<file path="src/ttc_cfg.svh">
`ifndef TTC_CFG_SVH
`define TTC_CFG_SVH

// ============================================================
// clock and time base
`define TTC_CLK_MHZ          250
`define TTC_TICK_US          1
`define TTC_US_CYCLES        (`TTC_TICK_US * `TTC_CLK_MHZ)

// ============================================================
// register byte offsets
`define TTC_A_TIMER_CTRL     8'h00
`define TTC_A_PULSE_LEN      8'h04
`define TTC_A_TIMER_ELAPSED  8'h08
`define TTC_A_TIMER_STATE    8'h0c
`define TTC_A_COMMAND        8'h10
`define TTC_A_COUNTER_CTRL   8'h14
`define TTC_A_COUNTER_LIMIT  8'h18
`define TTC_A_COUNTER_CUR    8'h1c
`define TTC_A_IRQ_STATUS     8'h20
`define TTC_A_IRQ_MASK       8'h24

// ============================================================
// field positions
`define TTC_F_TSRC_LSB       0
`define TTC_F_TSRC_MSB       3
`define TTC_F_EDGE_LSB       4
`define TTC_F_EDGE_MSB       5
`define TTC_F_CMODE          0
`define TTC_F_CSTART_LSB     1
`define TTC_F_CSTART_MSB     2
`define TTC_F_CCLR_LSB       3
`define TTC_F_CCLR_MSB       4
`define TTC_F_CEVT_LSB       8
`define TTC_F_CEVT_MSB       11
`define TTC_F_CCLREVT_LSB    12
`define TTC_F_CCLREVT_MSB    15
`define TTC_F_CMD_TCLR       0
`define TTC_F_CMD_CCLR       1
`define TTC_F_IRQ_TDONE      0
`define TTC_F_IRQ_CDONE      1

// ============================================================
// reset values
`define TTC_R_TIMER_CTRL     6'h00
`define TTC_R_PULSE_LEN      32'h0000_0001
`define TTC_R_COUNTER_CTRL   16'h0000
`define TTC_R_COUNTER_LIMIT  32'h0000_0001
`define TTC_R_IRQ_MASK       2'h0

`endif

</file>
<file path="src/ttc_pkg.sv">
package ttc_pkg;

    // ============================================================
    // start source codes shared by timer and counter
    typedef enum logic [3:0] {
        TTC_SRC_OFF        = 4'h0,
        TTC_SRC_RD_BEGIN   = 4'h1,
        TTC_SRC_RD_FINISH  = 4'h2,
        TTC_SRC_FRAME      = 4'h3,
        TTC_SRC_ACC_TRIG   = 4'h4,
        TTC_SRC_BURST      = 4'h5,
        TTC_SRC_ACTION1    = 4'h6,
        TTC_SRC_ACTION2    = 4'h7,
        TTC_SRC_LINE1      = 4'h8,
        TTC_SRC_LINE2      = 4'h9,
        TTC_SRC_TIMER_END  = 4'ha,
        TTC_SRC_CNT_END    = 4'hb
    } ttc_src_type;

    typedef enum logic [1:0] {
        TTC_EDGE_RISE = 2'h0,
        TTC_EDGE_FALL = 2'h1,
        TTC_EDGE_ANY  = 2'h2
    } ttc_edge_type;

    typedef enum logic [3:0] {
        state_idle     = 4'b0001,
        state_armed    = 4'b0010,
        state_counting = 4'b0100,
        state_done     = 4'b1000
    } ttc_tstate_type;

    typedef enum logic [1:0] {
        TTC_CSTART_OFF  = 2'h0,
        TTC_CSTART_SELF = 2'h1,
        TTC_CSTART_EVT  = 2'h2
    } ttc_cstart_type;

    typedef enum logic [1:0] {
        TTC_CCLR_OFF = 2'h0,
        TTC_CCLR_EVT = 2'h1,
        TTC_CCLR_END = 2'h2
    } ttc_cclr_type;

    typedef enum logic [1:0] {
        cnt_idle = 2'b01,
        cnt_run  = 2'b10
    } ttc_cstate_type;

endpackage

</file>
<file path="src/ttc_line_edge.sv">
`timescale 1ns/1ps
// ============================================================
// line synchroniser and edge detector
module ttc_line_edge (
    input  wire logic clk_i,
    input  wire logic rst_n_i,
    input  wire logic line_i,
    output logic      rise_o,
    output logic      fall_o
);
    logic meta_q;
    logic sync_q;
    logic prev_q;

    // two flops before use; only sync_q and its delayed copy prev_q feed logic
    always_ff @(posedge clk_i) begin
        if (!rst_n_i) begin
            meta_q <= 1'b0;
            sync_q <= 1'b0;
            prev_q <= 1'b0;
        end else begin
            meta_q <= line_i;
            sync_q <= meta_q;
            prev_q <= sync_q;
        end
    end

    assign rise_o = sync_q & ~prev_q;
    assign fall_o = ~sync_q & prev_q;
endmodule

</file>
<file path="src/ttc_us_tick.sv">
`timescale 1ns/1ps
// ============================================================
// microsecond enable divider, restartable
module ttc_us_tick #(
    parameter logic [7:0] DIV = 8'hfa
) (
    input  wire logic clk_i,
    input  wire logic rst_n_i,
    input  wire logic restart_i,
    output logic      tick_o
);
    logic [7:0] cnt_q;

    // restart aligns the first tick exactly one period after a start
    always_ff @(posedge clk_i) begin
        if (!rst_n_i) begin
            cnt_q <= 8'h00;
        end else if (restart_i || (cnt_q == DIV - 8'h01)) begin
            cnt_q <= 8'h00;
        end else begin
            cnt_q <= cnt_q + 8'h01;
        end
    end

    assign tick_o = !restart_i && (cnt_q == DIV - 8'h01);
endmodule

</file>
<file path="src/ttc_top.sv">
`timescale 1ns/1ps
`include "ttc_cfg.svh"
module ttc_top
    import ttc_pkg::*;
(
    input  wire logic        CORE_CLK_I,
    input  wire logic        RESETN_I,
    input  wire logic [7:0]  ADDR_I,
    input  wire logic [31:0] WDATA_I,
    input  wire logic        WR_I,
    input  wire logic        RD_I,
    output logic      [31:0] RDATA_O,
    input  wire logic        READOUT_BEGIN_I,
    input  wire logic        READOUT_FINISH_I,
    input  wire logic        FRAME_START_I,
    input  wire logic        ACCEPTED_FRAME_TRIGGER_I,
    input  wire logic        BURST_FINISHED_I,
    input  wire logic        ACTION1_I,
    input  wire logic        ACTION2_I,
    input  wire logic        LINE1_I,
    input  wire logic        LINE2_I,
    output logic             TIMER_PULSE_O,
    output logic             TIMER_END_O,
    output logic             COUNTER_END_O,
    output logic             IRQ_O
);
    // ============================================================
    // register state
    logic [5:0]     timer_ctrl_q;
    logic [31:0]    pulse_length_us_q;
    logic [15:0]    counter_ctrl_q;
    logic [31:0]    counter_limit_q;
    logic [1:0]     irq_status_q;
    logic [1:0]     irq_mask_q;
    logic           irq_q;
    logic [31:0]    rdata_q;
    ttc_tstate_type timer_state_q;
    ttc_tstate_type timer_state_d;
    logic [31:0]    timer_elapsed_us_q;
    logic [31:0]    timer_elapsed_us_d;
    logic           timer_end_q;
    logic           timer_end_d;
    logic           pulse_q;
    ttc_cstate_type cnt_state_q;
    ttc_cstate_type cnt_state_d;
    logic [31:0]    counter_current_q;
    logic [31:0]    counter_current_d;
    logic           cnt_end_q;
    logic           cnt_end_d;
    logic           cmode_prev_q;

    // ============================================================
    // decoded controls
    ttc_src_type    timer_trigger_select;
    ttc_edge_type   timer_edge_select;
    logic           counter_mode;
    ttc_cstart_type counter_trigger_select;
    ttc_cclr_type   counter_clear_select;
    ttc_src_type    counter_event_select;
    ttc_src_type    counter_clr_evt_select;
    logic           timer_clear_cmd;
    logic           counter_clear_cmd;
    logic           wr_cmd;
    logic           wr_irq;
    assign timer_trigger_select   = ttc_src_type'(
        timer_ctrl_q[`TTC_F_TSRC_MSB:`TTC_F_TSRC_LSB]);
    assign timer_edge_select      = ttc_edge_type'(
        timer_ctrl_q[`TTC_F_EDGE_MSB:`TTC_F_EDGE_LSB]);
    assign counter_mode           = counter_ctrl_q[`TTC_F_CMODE];
    assign counter_trigger_select = ttc_cstart_type'(
        counter_ctrl_q[`TTC_F_CSTART_MSB:`TTC_F_CSTART_LSB]);
    assign counter_clear_select   = ttc_cclr_type'(
        counter_ctrl_q[`TTC_F_CCLR_MSB:`TTC_F_CCLR_LSB]);
    assign counter_event_select   = ttc_src_type'(
        counter_ctrl_q[`TTC_F_CEVT_MSB:`TTC_F_CEVT_LSB]);
    assign counter_clr_evt_select = ttc_src_type'(
        counter_ctrl_q[`TTC_F_CCLREVT_MSB:`TTC_F_CCLREVT_LSB]);
    // command bits act only in the write cycle, nothing is stored
    assign wr_cmd            = WR_I && (ADDR_I == `TTC_A_COMMAND);
    assign wr_irq            = WR_I && (ADDR_I == `TTC_A_IRQ_STATUS);
    assign timer_clear_cmd   = wr_cmd && WDATA_I[`TTC_F_CMD_TCLR];
    assign counter_clear_cmd = wr_cmd && WDATA_I[`TTC_F_CMD_CCLR];
    // ============================================================
    // line inputs: synchronised, then edge-qualified
    logic line1_rise;
    logic line1_fall;
    logic line2_rise;
    logic line2_fall;
    logic line1_evt;
    logic line2_evt;
    logic take_rise;
    logic take_fall;
    ttc_line_edge u_line1 (.clk_i(CORE_CLK_I), .rst_n_i(RESETN_I),
        .line_i(LINE1_I), .rise_o(line1_rise), .fall_o(line1_fall));
    ttc_line_edge u_line2 (.clk_i(CORE_CLK_I), .rst_n_i(RESETN_I),
        .line_i(LINE2_I), .rise_o(line2_rise), .fall_o(line2_fall));
    // edge choice for line sources; an unused edge code never fires
    assign take_rise = (timer_edge_select == TTC_EDGE_RISE)
                    || (timer_edge_select == TTC_EDGE_ANY);
    assign take_fall = (timer_edge_select == TTC_EDGE_FALL)
                    || (timer_edge_select == TTC_EDGE_ANY);
    assign line1_evt = take_rise & line1_rise | take_fall & line1_fall;
    assign line2_evt = take_rise & line2_rise | take_fall & line2_fall;

    // ============================================================
    // event vector indexed by source code; index 0 is off
    logic [15:0] evt_vec;
    always_comb begin
        evt_vec                    = 16'h0000;
        evt_vec[TTC_SRC_RD_BEGIN]  = READOUT_BEGIN_I;
        evt_vec[TTC_SRC_RD_FINISH] = READOUT_FINISH_I;
        evt_vec[TTC_SRC_FRAME]     = FRAME_START_I;
        evt_vec[TTC_SRC_ACC_TRIG]  = ACCEPTED_FRAME_TRIGGER_I;
        evt_vec[TTC_SRC_BURST]     = BURST_FINISHED_I;
        evt_vec[TTC_SRC_ACTION1]   = ACTION1_I;
        evt_vec[TTC_SRC_ACTION2]   = ACTION2_I;
        evt_vec[TTC_SRC_LINE1]     = line1_evt;
        evt_vec[TTC_SRC_LINE2]     = line2_evt;
        evt_vec[TTC_SRC_TIMER_END] = timer_end_q;
        evt_vec[TTC_SRC_CNT_END]   = cnt_end_q;
    end

    logic timer_trig;
    logic timer_src_off;
    logic cnt_evt;
    logic cnt_clr_evt;
    assign timer_src_off = (timer_trigger_select == TTC_SRC_OFF);
    assign timer_trig    = evt_vec[timer_trigger_select];
    assign cnt_evt       = evt_vec[counter_event_select];
    assign cnt_clr_evt   = evt_vec[counter_clr_evt_select];
    // ============================================================
    // microsecond time base, realigned at every timer start
    logic timer_start;
    logic us_tick;
    ttc_us_tick #(.DIV(8'(`TTC_US_CYCLES))) u_tick (.clk_i(CORE_CLK_I),
        .rst_n_i(RESETN_I), .restart_i(timer_start), .tick_o(us_tick));

    // ============================================================
    // timer state machine
    always_comb begin
        timer_state_d      = timer_state_q;
        timer_elapsed_us_d = timer_elapsed_us_q;
        timer_end_d        = 1'b0;
        timer_start        = 1'b0;
        case (timer_state_q)
            state_idle: begin
                if (!timer_src_off) begin
                    timer_state_d = state_armed;
                end else if (timer_clear_cmd) begin
                    timer_start = 1'b1;
                end
            end
            state_armed: begin
                if (timer_src_off) begin
                    timer_state_d = state_idle;
                end else if (timer_trig) begin
                    timer_start = 1'b1;
                end
            end
            state_counting: begin
                if (timer_clear_cmd) begin
                    timer_elapsed_us_d = 32'h0000_0000;
                    if (timer_src_off) begin
                        timer_start = 1'b1;
                    end else begin
                        timer_state_d = state_armed;
                    end
                end else if (us_tick) begin
                    timer_elapsed_us_d = timer_elapsed_us_q + 32'h1;
                    if (timer_elapsed_us_d == pulse_length_us_q) begin
                        timer_state_d = state_done;
                        timer_end_d   = 1'b1;
                    end
                end
            end
            state_done: begin
                if (timer_src_off) begin
                    if (timer_clear_cmd) begin
                        timer_start = 1'b1;
                    end else begin
                        timer_state_d = state_idle;
                    end
                end else if (timer_trig) begin
                    timer_start = 1'b1;
                end
            end
            default: begin
                timer_state_d = state_idle;
            end
        endcase
        // a start always begins from zero; zero length ends at once
        if (timer_start) begin
            timer_elapsed_us_d = 32'h0000_0000;
            if (pulse_length_us_q == 32'h0000_0000) begin
                timer_state_d = state_done;
                timer_end_d   = 1'b1;
            end else begin
                timer_state_d = state_counting;
            end
        end
    end
    // timer registers
    always_ff @(posedge CORE_CLK_I) begin
        if (!RESETN_I) begin
            timer_state_q      <= state_idle;
            timer_elapsed_us_q <= 32'h0000_0000;
            timer_end_q        <= 1'b0;
            pulse_q            <= 1'b0;
        end else begin
            timer_state_q      <= timer_state_d;
            timer_elapsed_us_q <= timer_elapsed_us_d;
            timer_end_q        <= timer_end_d;
            pulse_q            <= (timer_state_d == state_counting);
        end
    end

    // ============================================================
    // counter state machine; counts the selected event
    always_comb begin
        cnt_state_d       = cnt_state_q;
        counter_current_d = counter_current_q;
        cnt_end_d         = 1'b0;
        if (!counter_mode) begin
            cnt_state_d       = cnt_idle;
            counter_current_d = 32'h0000_0000;
        end else begin
            case (cnt_state_q)
                cnt_idle: begin
                    if (counter_clear_cmd
                        || (counter_trigger_select == TTC_CSTART_SELF
                            && !cmode_prev_q)
                        || (counter_trigger_select == TTC_CSTART_EVT
                            && cnt_evt)) begin
                        cnt_state_d       = cnt_run;
                        counter_current_d = 32'h0000_0000;
                    end
                end
                cnt_run: begin
                    if (counter_clear_cmd) begin
                        counter_current_d = 32'h0000_0000;
                    end else if (counter_clear_select == TTC_CCLR_EVT
                                 && cnt_clr_evt) begin
                        counter_current_d = 32'h0000_0000;
                        cnt_state_d       = cnt_idle;
                    end else if (cnt_evt
                                 && counter_current_q != counter_limit_q) begin
                        counter_current_d = counter_current_q + 32'h1;
                        if (counter_current_d == counter_limit_q) begin
                            cnt_end_d = 1'b1;
                            if (counter_clear_select == TTC_CCLR_END) begin
                                counter_current_d = 32'h0000_0000;
                                if (counter_trigger_select
                                    != TTC_CSTART_SELF) begin
                                    cnt_state_d = cnt_idle;
                                end
                            end
                        end
                    end
                end
                default: begin
                    cnt_state_d = cnt_idle;
                end
            endcase
        end
    end
    // counter registers; mode history catches the switch to active
    always_ff @(posedge CORE_CLK_I) begin
        if (!RESETN_I) begin
            cnt_state_q       <= cnt_idle;
            counter_current_q <= 32'h0000_0000;
            cnt_end_q         <= 1'b0;
            cmode_prev_q      <= 1'b0;
        end else begin
            cnt_state_q       <= cnt_state_d;
            counter_current_q <= counter_current_d;
            cnt_end_q         <= cnt_end_d;
            cmode_prev_q      <= counter_mode;
        end
    end

    // ============================================================
    // writable registers
    always_ff @(posedge CORE_CLK_I) begin
        if (!RESETN_I) begin
            timer_ctrl_q      <= `TTC_R_TIMER_CTRL;
            pulse_length_us_q <= `TTC_R_PULSE_LEN;
            counter_ctrl_q    <= `TTC_R_COUNTER_CTRL;
            counter_limit_q   <= `TTC_R_COUNTER_LIMIT;
            irq_mask_q        <= `TTC_R_IRQ_MASK;
        end else if (WR_I) begin
            case (ADDR_I)
                `TTC_A_TIMER_CTRL:    timer_ctrl_q      <= WDATA_I[5:0];
                `TTC_A_PULSE_LEN:     pulse_length_us_q <= WDATA_I;
                `TTC_A_COUNTER_CTRL:  counter_ctrl_q    <= WDATA_I[15:0];
                `TTC_A_COUNTER_LIMIT: counter_limit_q   <= WDATA_I;
                `TTC_A_IRQ_MASK:      irq_mask_q        <= WDATA_I[1:0];
                default: ;
            endcase
        end
    end

    // ============================================================
    // interrupt status: set wins over a same-cycle write-one clear
    logic [1:0] irq_set;
    logic [1:0] irq_clr;
    assign irq_set = {cnt_end_d, timer_end_d};
    assign irq_clr = wr_irq ? WDATA_I[1:0] : 2'h0;
    always_ff @(posedge CORE_CLK_I) begin
        if (!RESETN_I) begin
            irq_status_q <= 2'h0;
            irq_q        <= 1'b0;
        end else begin
            irq_status_q <= (irq_status_q & ~irq_clr) | irq_set;
            irq_q        <= |(irq_status_q & irq_mask_q);
        end
    end

    // ============================================================
    // read port: data valid only in the cycle after the strobe
    always_ff @(posedge CORE_CLK_I) begin
        if (!RESETN_I) begin
            rdata_q <= 32'h0000_0000;
        end else if (RD_I) begin
            case (ADDR_I)
                `TTC_A_TIMER_CTRL:    rdata_q <= {26'h0, timer_ctrl_q};
                `TTC_A_PULSE_LEN:     rdata_q <= pulse_length_us_q;
                `TTC_A_TIMER_ELAPSED: rdata_q <= timer_elapsed_us_q;
                `TTC_A_TIMER_STATE:   rdata_q <= {28'h0, timer_state_q};
                `TTC_A_COUNTER_CTRL:  rdata_q <= {16'h0, counter_ctrl_q};
                `TTC_A_COUNTER_LIMIT: rdata_q <= counter_limit_q;
                `TTC_A_COUNTER_CUR:   rdata_q <= counter_current_q;
                `TTC_A_IRQ_STATUS:    rdata_q <= {30'h0, irq_status_q};
                `TTC_A_IRQ_MASK:      rdata_q <= {30'h0, irq_mask_q};
                default:              rdata_q <= 32'h0000_0000;
            endcase
        end else begin
            rdata_q <= 32'h0000_0000;
        end
    end

    // ============================================================
    // outputs, each straight from a flop
    assign RDATA_O       = rdata_q;
    assign TIMER_PULSE_O = pulse_q;
    assign TIMER_END_O   = timer_end_q;
    assign COUNTER_END_O = cnt_end_q;
    assign IRQ_O         = irq_q;
endmodule

</file>
<file path="config.mk">
export PLATFORM = sky130hd
export DESIGN_NAME = ttc_top
export DESIGN_NICKNAME = d
export VERILOG_FILES = /design/src/ttc_pkg.sv /design/src/ttc_line_edge.sv /design/src/ttc_us_tick.sv /design/src/ttc_top.sv
export VERILOG_INCLUDE_DIRS = /design/src
export SDC_FILE = /design/constraint.sdc
export NUM_CORES = 1
export LEC_CHECK = 0
export ABC_AREA = 1
export BUFFER_PORTS_ARGS = -buffer_cell sky130_fd_sc_hd__buf_2
export CAP_MARGIN = 25
export CORE_MARGIN = 2
export CORE_UTILIZATION = 55
export CTS_BUF_LIST = sky130_fd_sc_hd__clkbuf_8
export DETAILED_ROUTE_END_ITERATION = 8
export PLACE_DENSITY = 0.84
export RECOVER_POWER = 50
export SYNTH_ARGS = -nofsm -noshare
export SYNTH_HDL_FRONTEND = slang
export SYNTH_HIERARCHICAL = 1
export SYNTH_SLANG_ARGS = --single-unit
</file>
<file path="constraint.sdc">
create_clock -name CORE_CLK_I -period 2.8 [get_ports CORE_CLK_I]
set_input_delay 0.28 -clock CORE_CLK_I [delete_from_list [all_inputs] [get_ports CORE_CLK_I]]
set_output_delay 0.28 -clock CORE_CLK_I [all_outputs]
set_load 0.05 [all_outputs]
</file>
; Yosys cells after proc, flatten, opt, wreduce, memory -nomap -nowiden
; Cells that the tools add are included.
[word_totals]
ff_bits = 211
in_bits = 53
elab_cells = 172
[classes]
addsub = 3
magnitude_cmp = 3
n_eq_ne = 34
muxes = 55
bitwise_logic = 19
n_reduce_logical = 35
[op_table]
columns = cell, count
row1 = one-hot mux 32 bit (9 select lines), 1
row2 = 2-to-1 mux 32 bit, 8
row3 = adder 32 x 1 -> 32 bit (second input constant), 2
row4 = equality test 32 bit, 2
row5 = one-hot mux 32 bit (2 select lines), 1
row6 = 2-to-1 mux 4 bit, 9
row7 = equality test 8 x 5 -> 1 bit (second input constant), 4
row8 = logical NOT 32 bit, 1
row9 = inequality test 32 bit, 1
row10 = 2-to-1 mux 1 bit, 22
row11 = equality test 8 x 4 -> 1 bit (second input constant), 2
row12 = equality test 8 x 6 -> 1 bit (second input constant), 2
row13 = 2-to-1 mux 2 bit, 8
row14 = one-hot mux 4 bit (4 select lines), 1
row15 = AND reduction 2 bit, 8
row16 = < comparator 4 x 5 -> 1 bit (second input constant), 3
row17 = binary-select mux 1 bit (select 4 bit), 3
row18 = inequality test 3 bit (second input constant), 4
row19 = logical AND 1 bit, 9
row20 = adder 8 x 1 -> 8 bit (second input constant), 1
row21 = bitwise AND 1 bit, 8
row22 = equality test 2 x 1 -> 1 bit (second input constant), 4
row23 = equality test 2 bit (second input constant), 4
row24 = equality test 4 x 3 -> 1 bit (second input constant), 2
row25 = 24 further kinds, 39

; Depth between registers and ports, before layout
[logic_depth]
depth_word = 17
depth_mapped = 27

; Cells and area by module
; The synthesis kept the hierarchy.
[by_module_without_submodules]
columns = mod, n_inst, cells_each, area_each_um2, seq_area_each_um2
row1 = ttc_top, 1, 1814, 11773.8, 3943.8
row2 = ttc_us_tick, 1, 55, 416.6, 160.2
row3 = ttc_line_edge, 2, 13, 100.1, 60.1

; Worst setup path after synthesis
; No wires, ideal clock.
[synth_path]
path_type = reg2reg
from = register timer_ctrl_q[4]
to = register timer_state_q[3]
arrival_ns = 2.633
t_required_ns = 2.728
path_slack_ns = 0.095
stages_incl_launch_ff = 25
n_path_buf = 0
period_less_slack_ns = 2.705
path_cell_list = dfxtp_1 > inv_1 > ha_1 > nand2_1 > a21boi_0 > o21ai_0 > o2111ai_1 > o31ai_1 > o211ai_1 > nand2_1 > nor2_1 > inv_1 > nor2_1 > nand3_1 > nor3_1 > nand2_1 > nor2_1 > nand3b_1 > nor2_1 > nand2_1 > nor2_1 > nand4_1 > nand2_1 > nand2_1 > a21oi_1
[synth_between]
elab_chain_cells = 15
elab_cells_between_ends = 23
[synth_rtl]
columns = element, line
row1 = start: declaration, ttc_top.sv:29  ; logic [5:0] timer_ctrl_q;
row2 = start signal: assignment, ttc_top.sv:285  ; timer_ctrl_q <= `TTC_R_TIMER_CTRL;
row3 = start signal: assignment, ttc_top.sv:292  ; `TTC_A_TIMER_CTRL: timer_ctrl_q <= WDATA_I[5:0];
row4 = "equality test 2 bit, or another cell as far along", "ttc_top.sv:99, ttc_top.sv:101"
row5 = logical OR 1 bit (on tied branches), "ttc_top.sv:99, ttc_top.sv:101"
row6 = bitwise AND 1 bit (on tied branches), "ttc_top.sv:102, ttc_top.sv:103"
row7 = bitwise OR 1 bit (on tied branches), "ttc_top.sv:102, ttc_top.sv:103"
row8 = binary-select mux 1 bit (select 4 bit) *, ttc_top.sv:128  ; assign timer_trig = evt_vec[timer_trigger_select];
row9 = 2-to-1 mux 1 bit (not written as such) *, ttc_top.sv:128
row10 = 2-to-1 mux 1 bit *, "ttc_top.sv:156, ttc_top.sv:183"
row11 = 2-to-1 mux 1 bit (on tied branches), "ttc_top.sv:177, ttc_top.sv:154"
row12 = one-hot mux 1 bit (4 select lines) *, ttc_top.sv:145  ; case (timer_state_q)
row13 = net timer_start, ttc_top.sv:133  ; logic timer_start;
row14 = logical NOT 1 bit *, ttc_us_tick.sv:25  ; assign tick_o = !restart_i && (cnt_q == DIV - 8'h01);
row15 = logical AND 1 bit *, ttc_us_tick.sv:25
row16 = net us_tick, ttc_top.sv:134  ; logic us_tick;
row17 = 2-to-1 mux 4 bit *, ttc_top.sv:168  ; end else if (us_tick) begin
row18 = 2-to-1 mux 4 bit *, ttc_top.sv:161  ; if (timer_clear_cmd) begin
row19 = one-hot mux 4 bit (4 select lines) *, ttc_top.sv:145
row20 = 2-to-1 mux 4 bit *, ttc_top.sv:192  ; if (timer_start) begin
row21 = end signal: assignment, ttc_top.sv:205  ; timer_state_q <= state_idle;
row22 = end signal: assignment, ttc_top.sv:210  ; timer_state_q <= timer_state_d;
row23 = end: declaration, ttc_top.sv:37  ; ttc_tstate_type timer_state_q;
; Mark *: on every way through the listed nets, which the timed path passes. The rest lies on a longest branch. The select of a mux whose other input is x is not followed.
; A chain may end at the register's enable or synchronous reset.

; Final worst setup path
[layout_path]
from = register timer_ctrl_q[5]
to = register timer_state_q[3]
; Same word-level chain as after synthesis.

==> metrics list <==
* Clock network latency to the later pin of the worst-skew pair: 0.55 ns
- In this run the critical register-to-register path is launched from timer_ctrl_q[5].
* Area of the die: 23700 sq um
- Leakage component of the power: 5.98 nW
- Clock input transition at the sequential cells of the worst setup and hold paths: 0.06 ns
- After layout, the minimum clock period comes to 3.04 ns.
- Cells with a size suffix above 1 make up 14.4% of the layout.
- The via count of the first global-routing pass was 12400.
- Total vias in the final route: 13500
* Hold slack: 0.0135 ns
- The die is 154 microns tall.
- Hold violation total from the final report: 0
- The setup check on the worst reg-to-reg path leaves a slack of -0.24 ns.
* Final-layout fill cell count: 2009
- R2r endpoint: timer_state_q[3]
- In the global route stage, overall resource usage came out at 35.1%.
- The final reports fail on negative setup slack.
- The clock passes through at most 3 buffers.
* Kind of start point of the critical path: flip-flop
* Ratio of final minimum period to clock period: 108%
- Synthesized netlist net count: 1956
- The share of the Yosys chip area taken by registers is 34.1%.
- Largest net degree at the start of global routing: 98
* Number of buffers added by the clock tree synthesis step: 38
- Per-cell via count in the routed design: 5.79
- For the pin with the worst max-slew slack, the measured transition is 1.06 ns.
- The clock tree synthesis step divided the H-tree into 2 levels.
* Worst hold path startpoint: WDATA_I[23]
- Wires add up to 42900 microns.
- Counting instances, the worst hold path has a depth of 3.
- The max-slew violation count came to 0.
* Clock Tree Root: clkbuf_8
- The die is 154 microns wide.
- Prior to clock tree synthesis, the placed netlist has a worst setup slack of -0.318 ns.
- Relative to the synthesized area, the layout overhead comes to 15.9%.
- The number of antenna violations at the first check in global routing came to 2.
* Cell with the largest stage delay on the worst path: dfxtp_4
* Boundary Pins: 89
- Setup violations remaining at the end of the flow were counted as 5.
- Largest fanout on the critical path: 2
- The number of cells on the worst reg-to-reg path is 27.
* Min setup slack post-route: -0.237 ns
* Areal power density over the cells: 430 nW/um^2
- Counting both buffers and inverters, the worst setup path holds a total of 3.
- Endpoint class of the critical path: flip-flop
* Result of the run: finished with violations
- Average cell area after synthesis: 6.54 sq um
- At the end of routability-driven placement, the weighted congestion stood at 1.03.
* Final HPWL from detailed placement: 32200 microns
* Max cap viols: 0
* Critical path arrival: 3.50 ns
* Ranking of synthesized cells by area: dfxtp_1 34%, nand2_1 13%, nor2_1 7.6%, inv_1 6.5%, a21oi_1 5.9%
- Critical setup path kind: reg2reg
- Unrepaired setup endpoints after global routing: true
- Final ANT Viol Nets: 0
* Floorplan core area: 22000 sq um
- In this run, synthesis produced a sequential element count of 211.
- Clock tree synthesis found a total of 211 sinks.
- Library cell with the largest summed area after synthesis: dfxtp_1
- In this design, the largest share of critical-path delay is due to simple AND/OR/NAND/NOR gates.
- Grt ovf: 0
* Total of buffers placed on input and output ports: 88
- The first global-routing pass estimated 66300 microns of wire.
- Worst path required time: 3.26 ns
- The initialized floorplan defines 54 standard-cell rows.
* Non-Filler Cell Area, Final: 14400 sq um
- Fraction of synthesized cell area taken by the top area cell type: 34.1%
- Post-DP Area: 13400 sq um
* Hold EP: counter_limit_q[23]
- Mapped cell area: 12400 sq um
- Yosys synthesis warning count: 6
* Setup skew after layout: 0.0206 ns
* Post-Synthesis Cells: 1895
* Final Power: 0.00617 W
* TritonCTS clock tree: yes
- In this design, the critical path's most frequently occurring cell is nand2_1.
- In the final routed layout, each cell accounts on average for 18.4 microns.
- Final net count: 2082
- Initial core utilization: 56.4%
- For this run, design rule violations remaining after detail routing come to 0.
- The synthesized netlist contains 56 unique library cells.
* Type of the most critical hold path: in2reg
* Detailed router's first-iteration violation count: 1523
* IR Drop Worst-Case VDD: 0.390 mV
- Measured against its own limit, the worst slew margin works out to 29.1%.
* Fmax: 0.329 GHz
* Slowest cell delay on critical path: 0.37 ns
- Drt pass-1 iters: 9
synthesized netlist by cell type, drive strengths merged:
cell     count
a32o         5
nand4       31
xnor2       26
o31ai        1
inv        218
xnor3        1
a221oi      16
nor2       280
a21oi      149
ha           8
nor4         4
nand3b      12
buf         27
dfxtp      211
xor2        47
o21bai       3
clkinv       2
a41oi        1
o221ai       5
a2111oi      2
and2         1
o2111ai      1
o211ai       4
clkbuf      49
a22oi       11
or2          2
a32oi        1
and3         2
a211oi       2
a311oi       1
nand2      432
nor3        36
a21boi       1
nand3      143
o21ai      118
o22ai       31
a31oi        9
o311ai       2
cells in the final DEF (no fill, tap or decap), drive strengths merged, types with 47 or more instances in the layout:
cell / n
nand3: 143
inv: 228
nand2: 433
clkbuf: 50
dfxtp: 211
nor2: 280
buf: 153
xor2: 47
o21ai: 118
a21oi: 149
worst max-delay path by stage:
| stage | from | to | slack (ns) | depth (start not counted) |
|---|---|---|---|---|
| 2_1_floorplan | timer_ctrl_q[4] | timer_state_q[3] | 0.09 | 24 |
| 3_3_place_gp | timer_ctrl_q[4] | timer_state_q[3] | -0.20 | 24 |
| 3_5_place_dp | timer_ctrl_q[5] | timer_state_q[3] | -0.32 | 24 |
| 4_1_cts | timer_ctrl_q[5] | timer_state_q[3] | -0.08 | 25 |
| 5_1_grt | timer_ctrl_q[5] | timer_state_q[3] | -0.48 | 27 |
| 6_report | timer_ctrl_q[5] | timer_state_q[3] | -0.24 | 27 |
flip-flops by register name (all words and copies together), names as in the netlist, 2 cells and up:
register	count
irq_status_q	2
counter_current_q	32
timer_elapsed_us_q	32
u_tick/cnt_q	8
counter_limit_q	32
timer_state_q	4
pulse_length_us_q	32
counter_ctrl_q	16
RDATA_O	32
timer_ctrl_q	6
cnt_state_q	2
irq_mask_q	2
per-stage QoR:
| stage | util (%) | setup TNS (ns) | std cells |
|---|---|---|---|
| 2_1_floorplan | - | 0 | 1895 |
| 3_3_place_gp | 60.8 | -0.634 | 2249 |
| 3_5_place_dp | 60.8 | -1.41 | 2249 |
| 4_1_cts | 64.8 | -0.0771 | 2323 |
| 5_1_grt | 65.4 | -2.25 | 2327 |
| 6_report | 65.4 | -0.741 | 2327 |
report_power, final:
part	leakage [nW]	internal, W	total [W]	switching [W]
sequential	1.70	0.00301	0.00302	0.00000929
combinational	3.85	0.0000802	0.000234	0.000154
clock	0.429	0.00159	0.00292	0.00133
cell type report:
cell class | count | area [sq um] | area share, %
clock inverter | 15 | 65.1 | 0.453
clock buffer | 50 | 688 | 4.79
timing repair buffer | 161 | 1070 | 7.46
tap | 280 | 350 | 2.44
inverter | 220 | 828 | 5.77
multi-input combinational | 1389 | 7120 | 49.6
sequential | 211 | 4230 | 29.5
antenna | 1 | 2.50 | 0.0174
per-layer routing:
| metal | track usage [%] | up-vias | wire (microns) |
|---|---|---|---|
| met4 | 13.6 | 0 | 1570 |
| met5 | 0 | - | 0 |
| li1 | - | 6472 | - |
| met1 | 48.7 | 6155 | 18200 |
| met2 | 54.6 | 736 | 18800 |
| met3 | 6.06 | 113 | 4290 |
cell families (layout without fill, tap and decap cells):
| kind of cell | after synthesis | after routing | synth area share (%) |
|---|---|---|---|
| and+or+nand+nor | 943 | 944 | 33.5 |
| other | 0 | 1 | 0 |
| DFF | 211 | 211 | 34.1 |
| xor gates and xnor gates | 74 | 74 | 5.34 |
| buffers and inverters | 296 | 446 | 9.47 |
| AOI/OAI and AO/OA | 363 | 363 | 16.7 |
| adders and majority gates | 8 | 8 | 0.808 |
worst reg2reg max path, stage by stage (launching register included):
cell,delay [ns]
dfxtp_4,0.37
inv_4,0.04
ha_4,0.15
inv_2,0.05
nand2_2,0.06
nand2_2,0.07
nand2_2,0.05
a21oi_2,0.14
o21ai_2,0.08
o2111ai_2,0.09
o31ai_4,0.12
o211ai_1,0.12
nand2_1,0.11
nor2_1,0.11
inv_1,0.06
nor2_1,0.08
nand3_1,0.10
nor3_2,0.21
nand2_1,0.08
nor2_1,0.10
nand3b_1,0.08
nor2_1,0.11
nand2_1,0.06
nor2_2,0.13
nand4_1,0.12
nand2_1,0.10
nand2_1,0.06
a21oi_2,0.12
what timing repair did:
item | in CTS | in global routing
hold endpoints to repair | 10 | 0
pin swaps | 2 | 23
endpoints found under the setup margin | 33 | 64
gates resized for setup | 10 | 23
setup buffers | 1 | 2
hold buffers | 8 | 0
gates cloned | 0 | 1
Note: power is estimated with default switching activity, not from simulation.
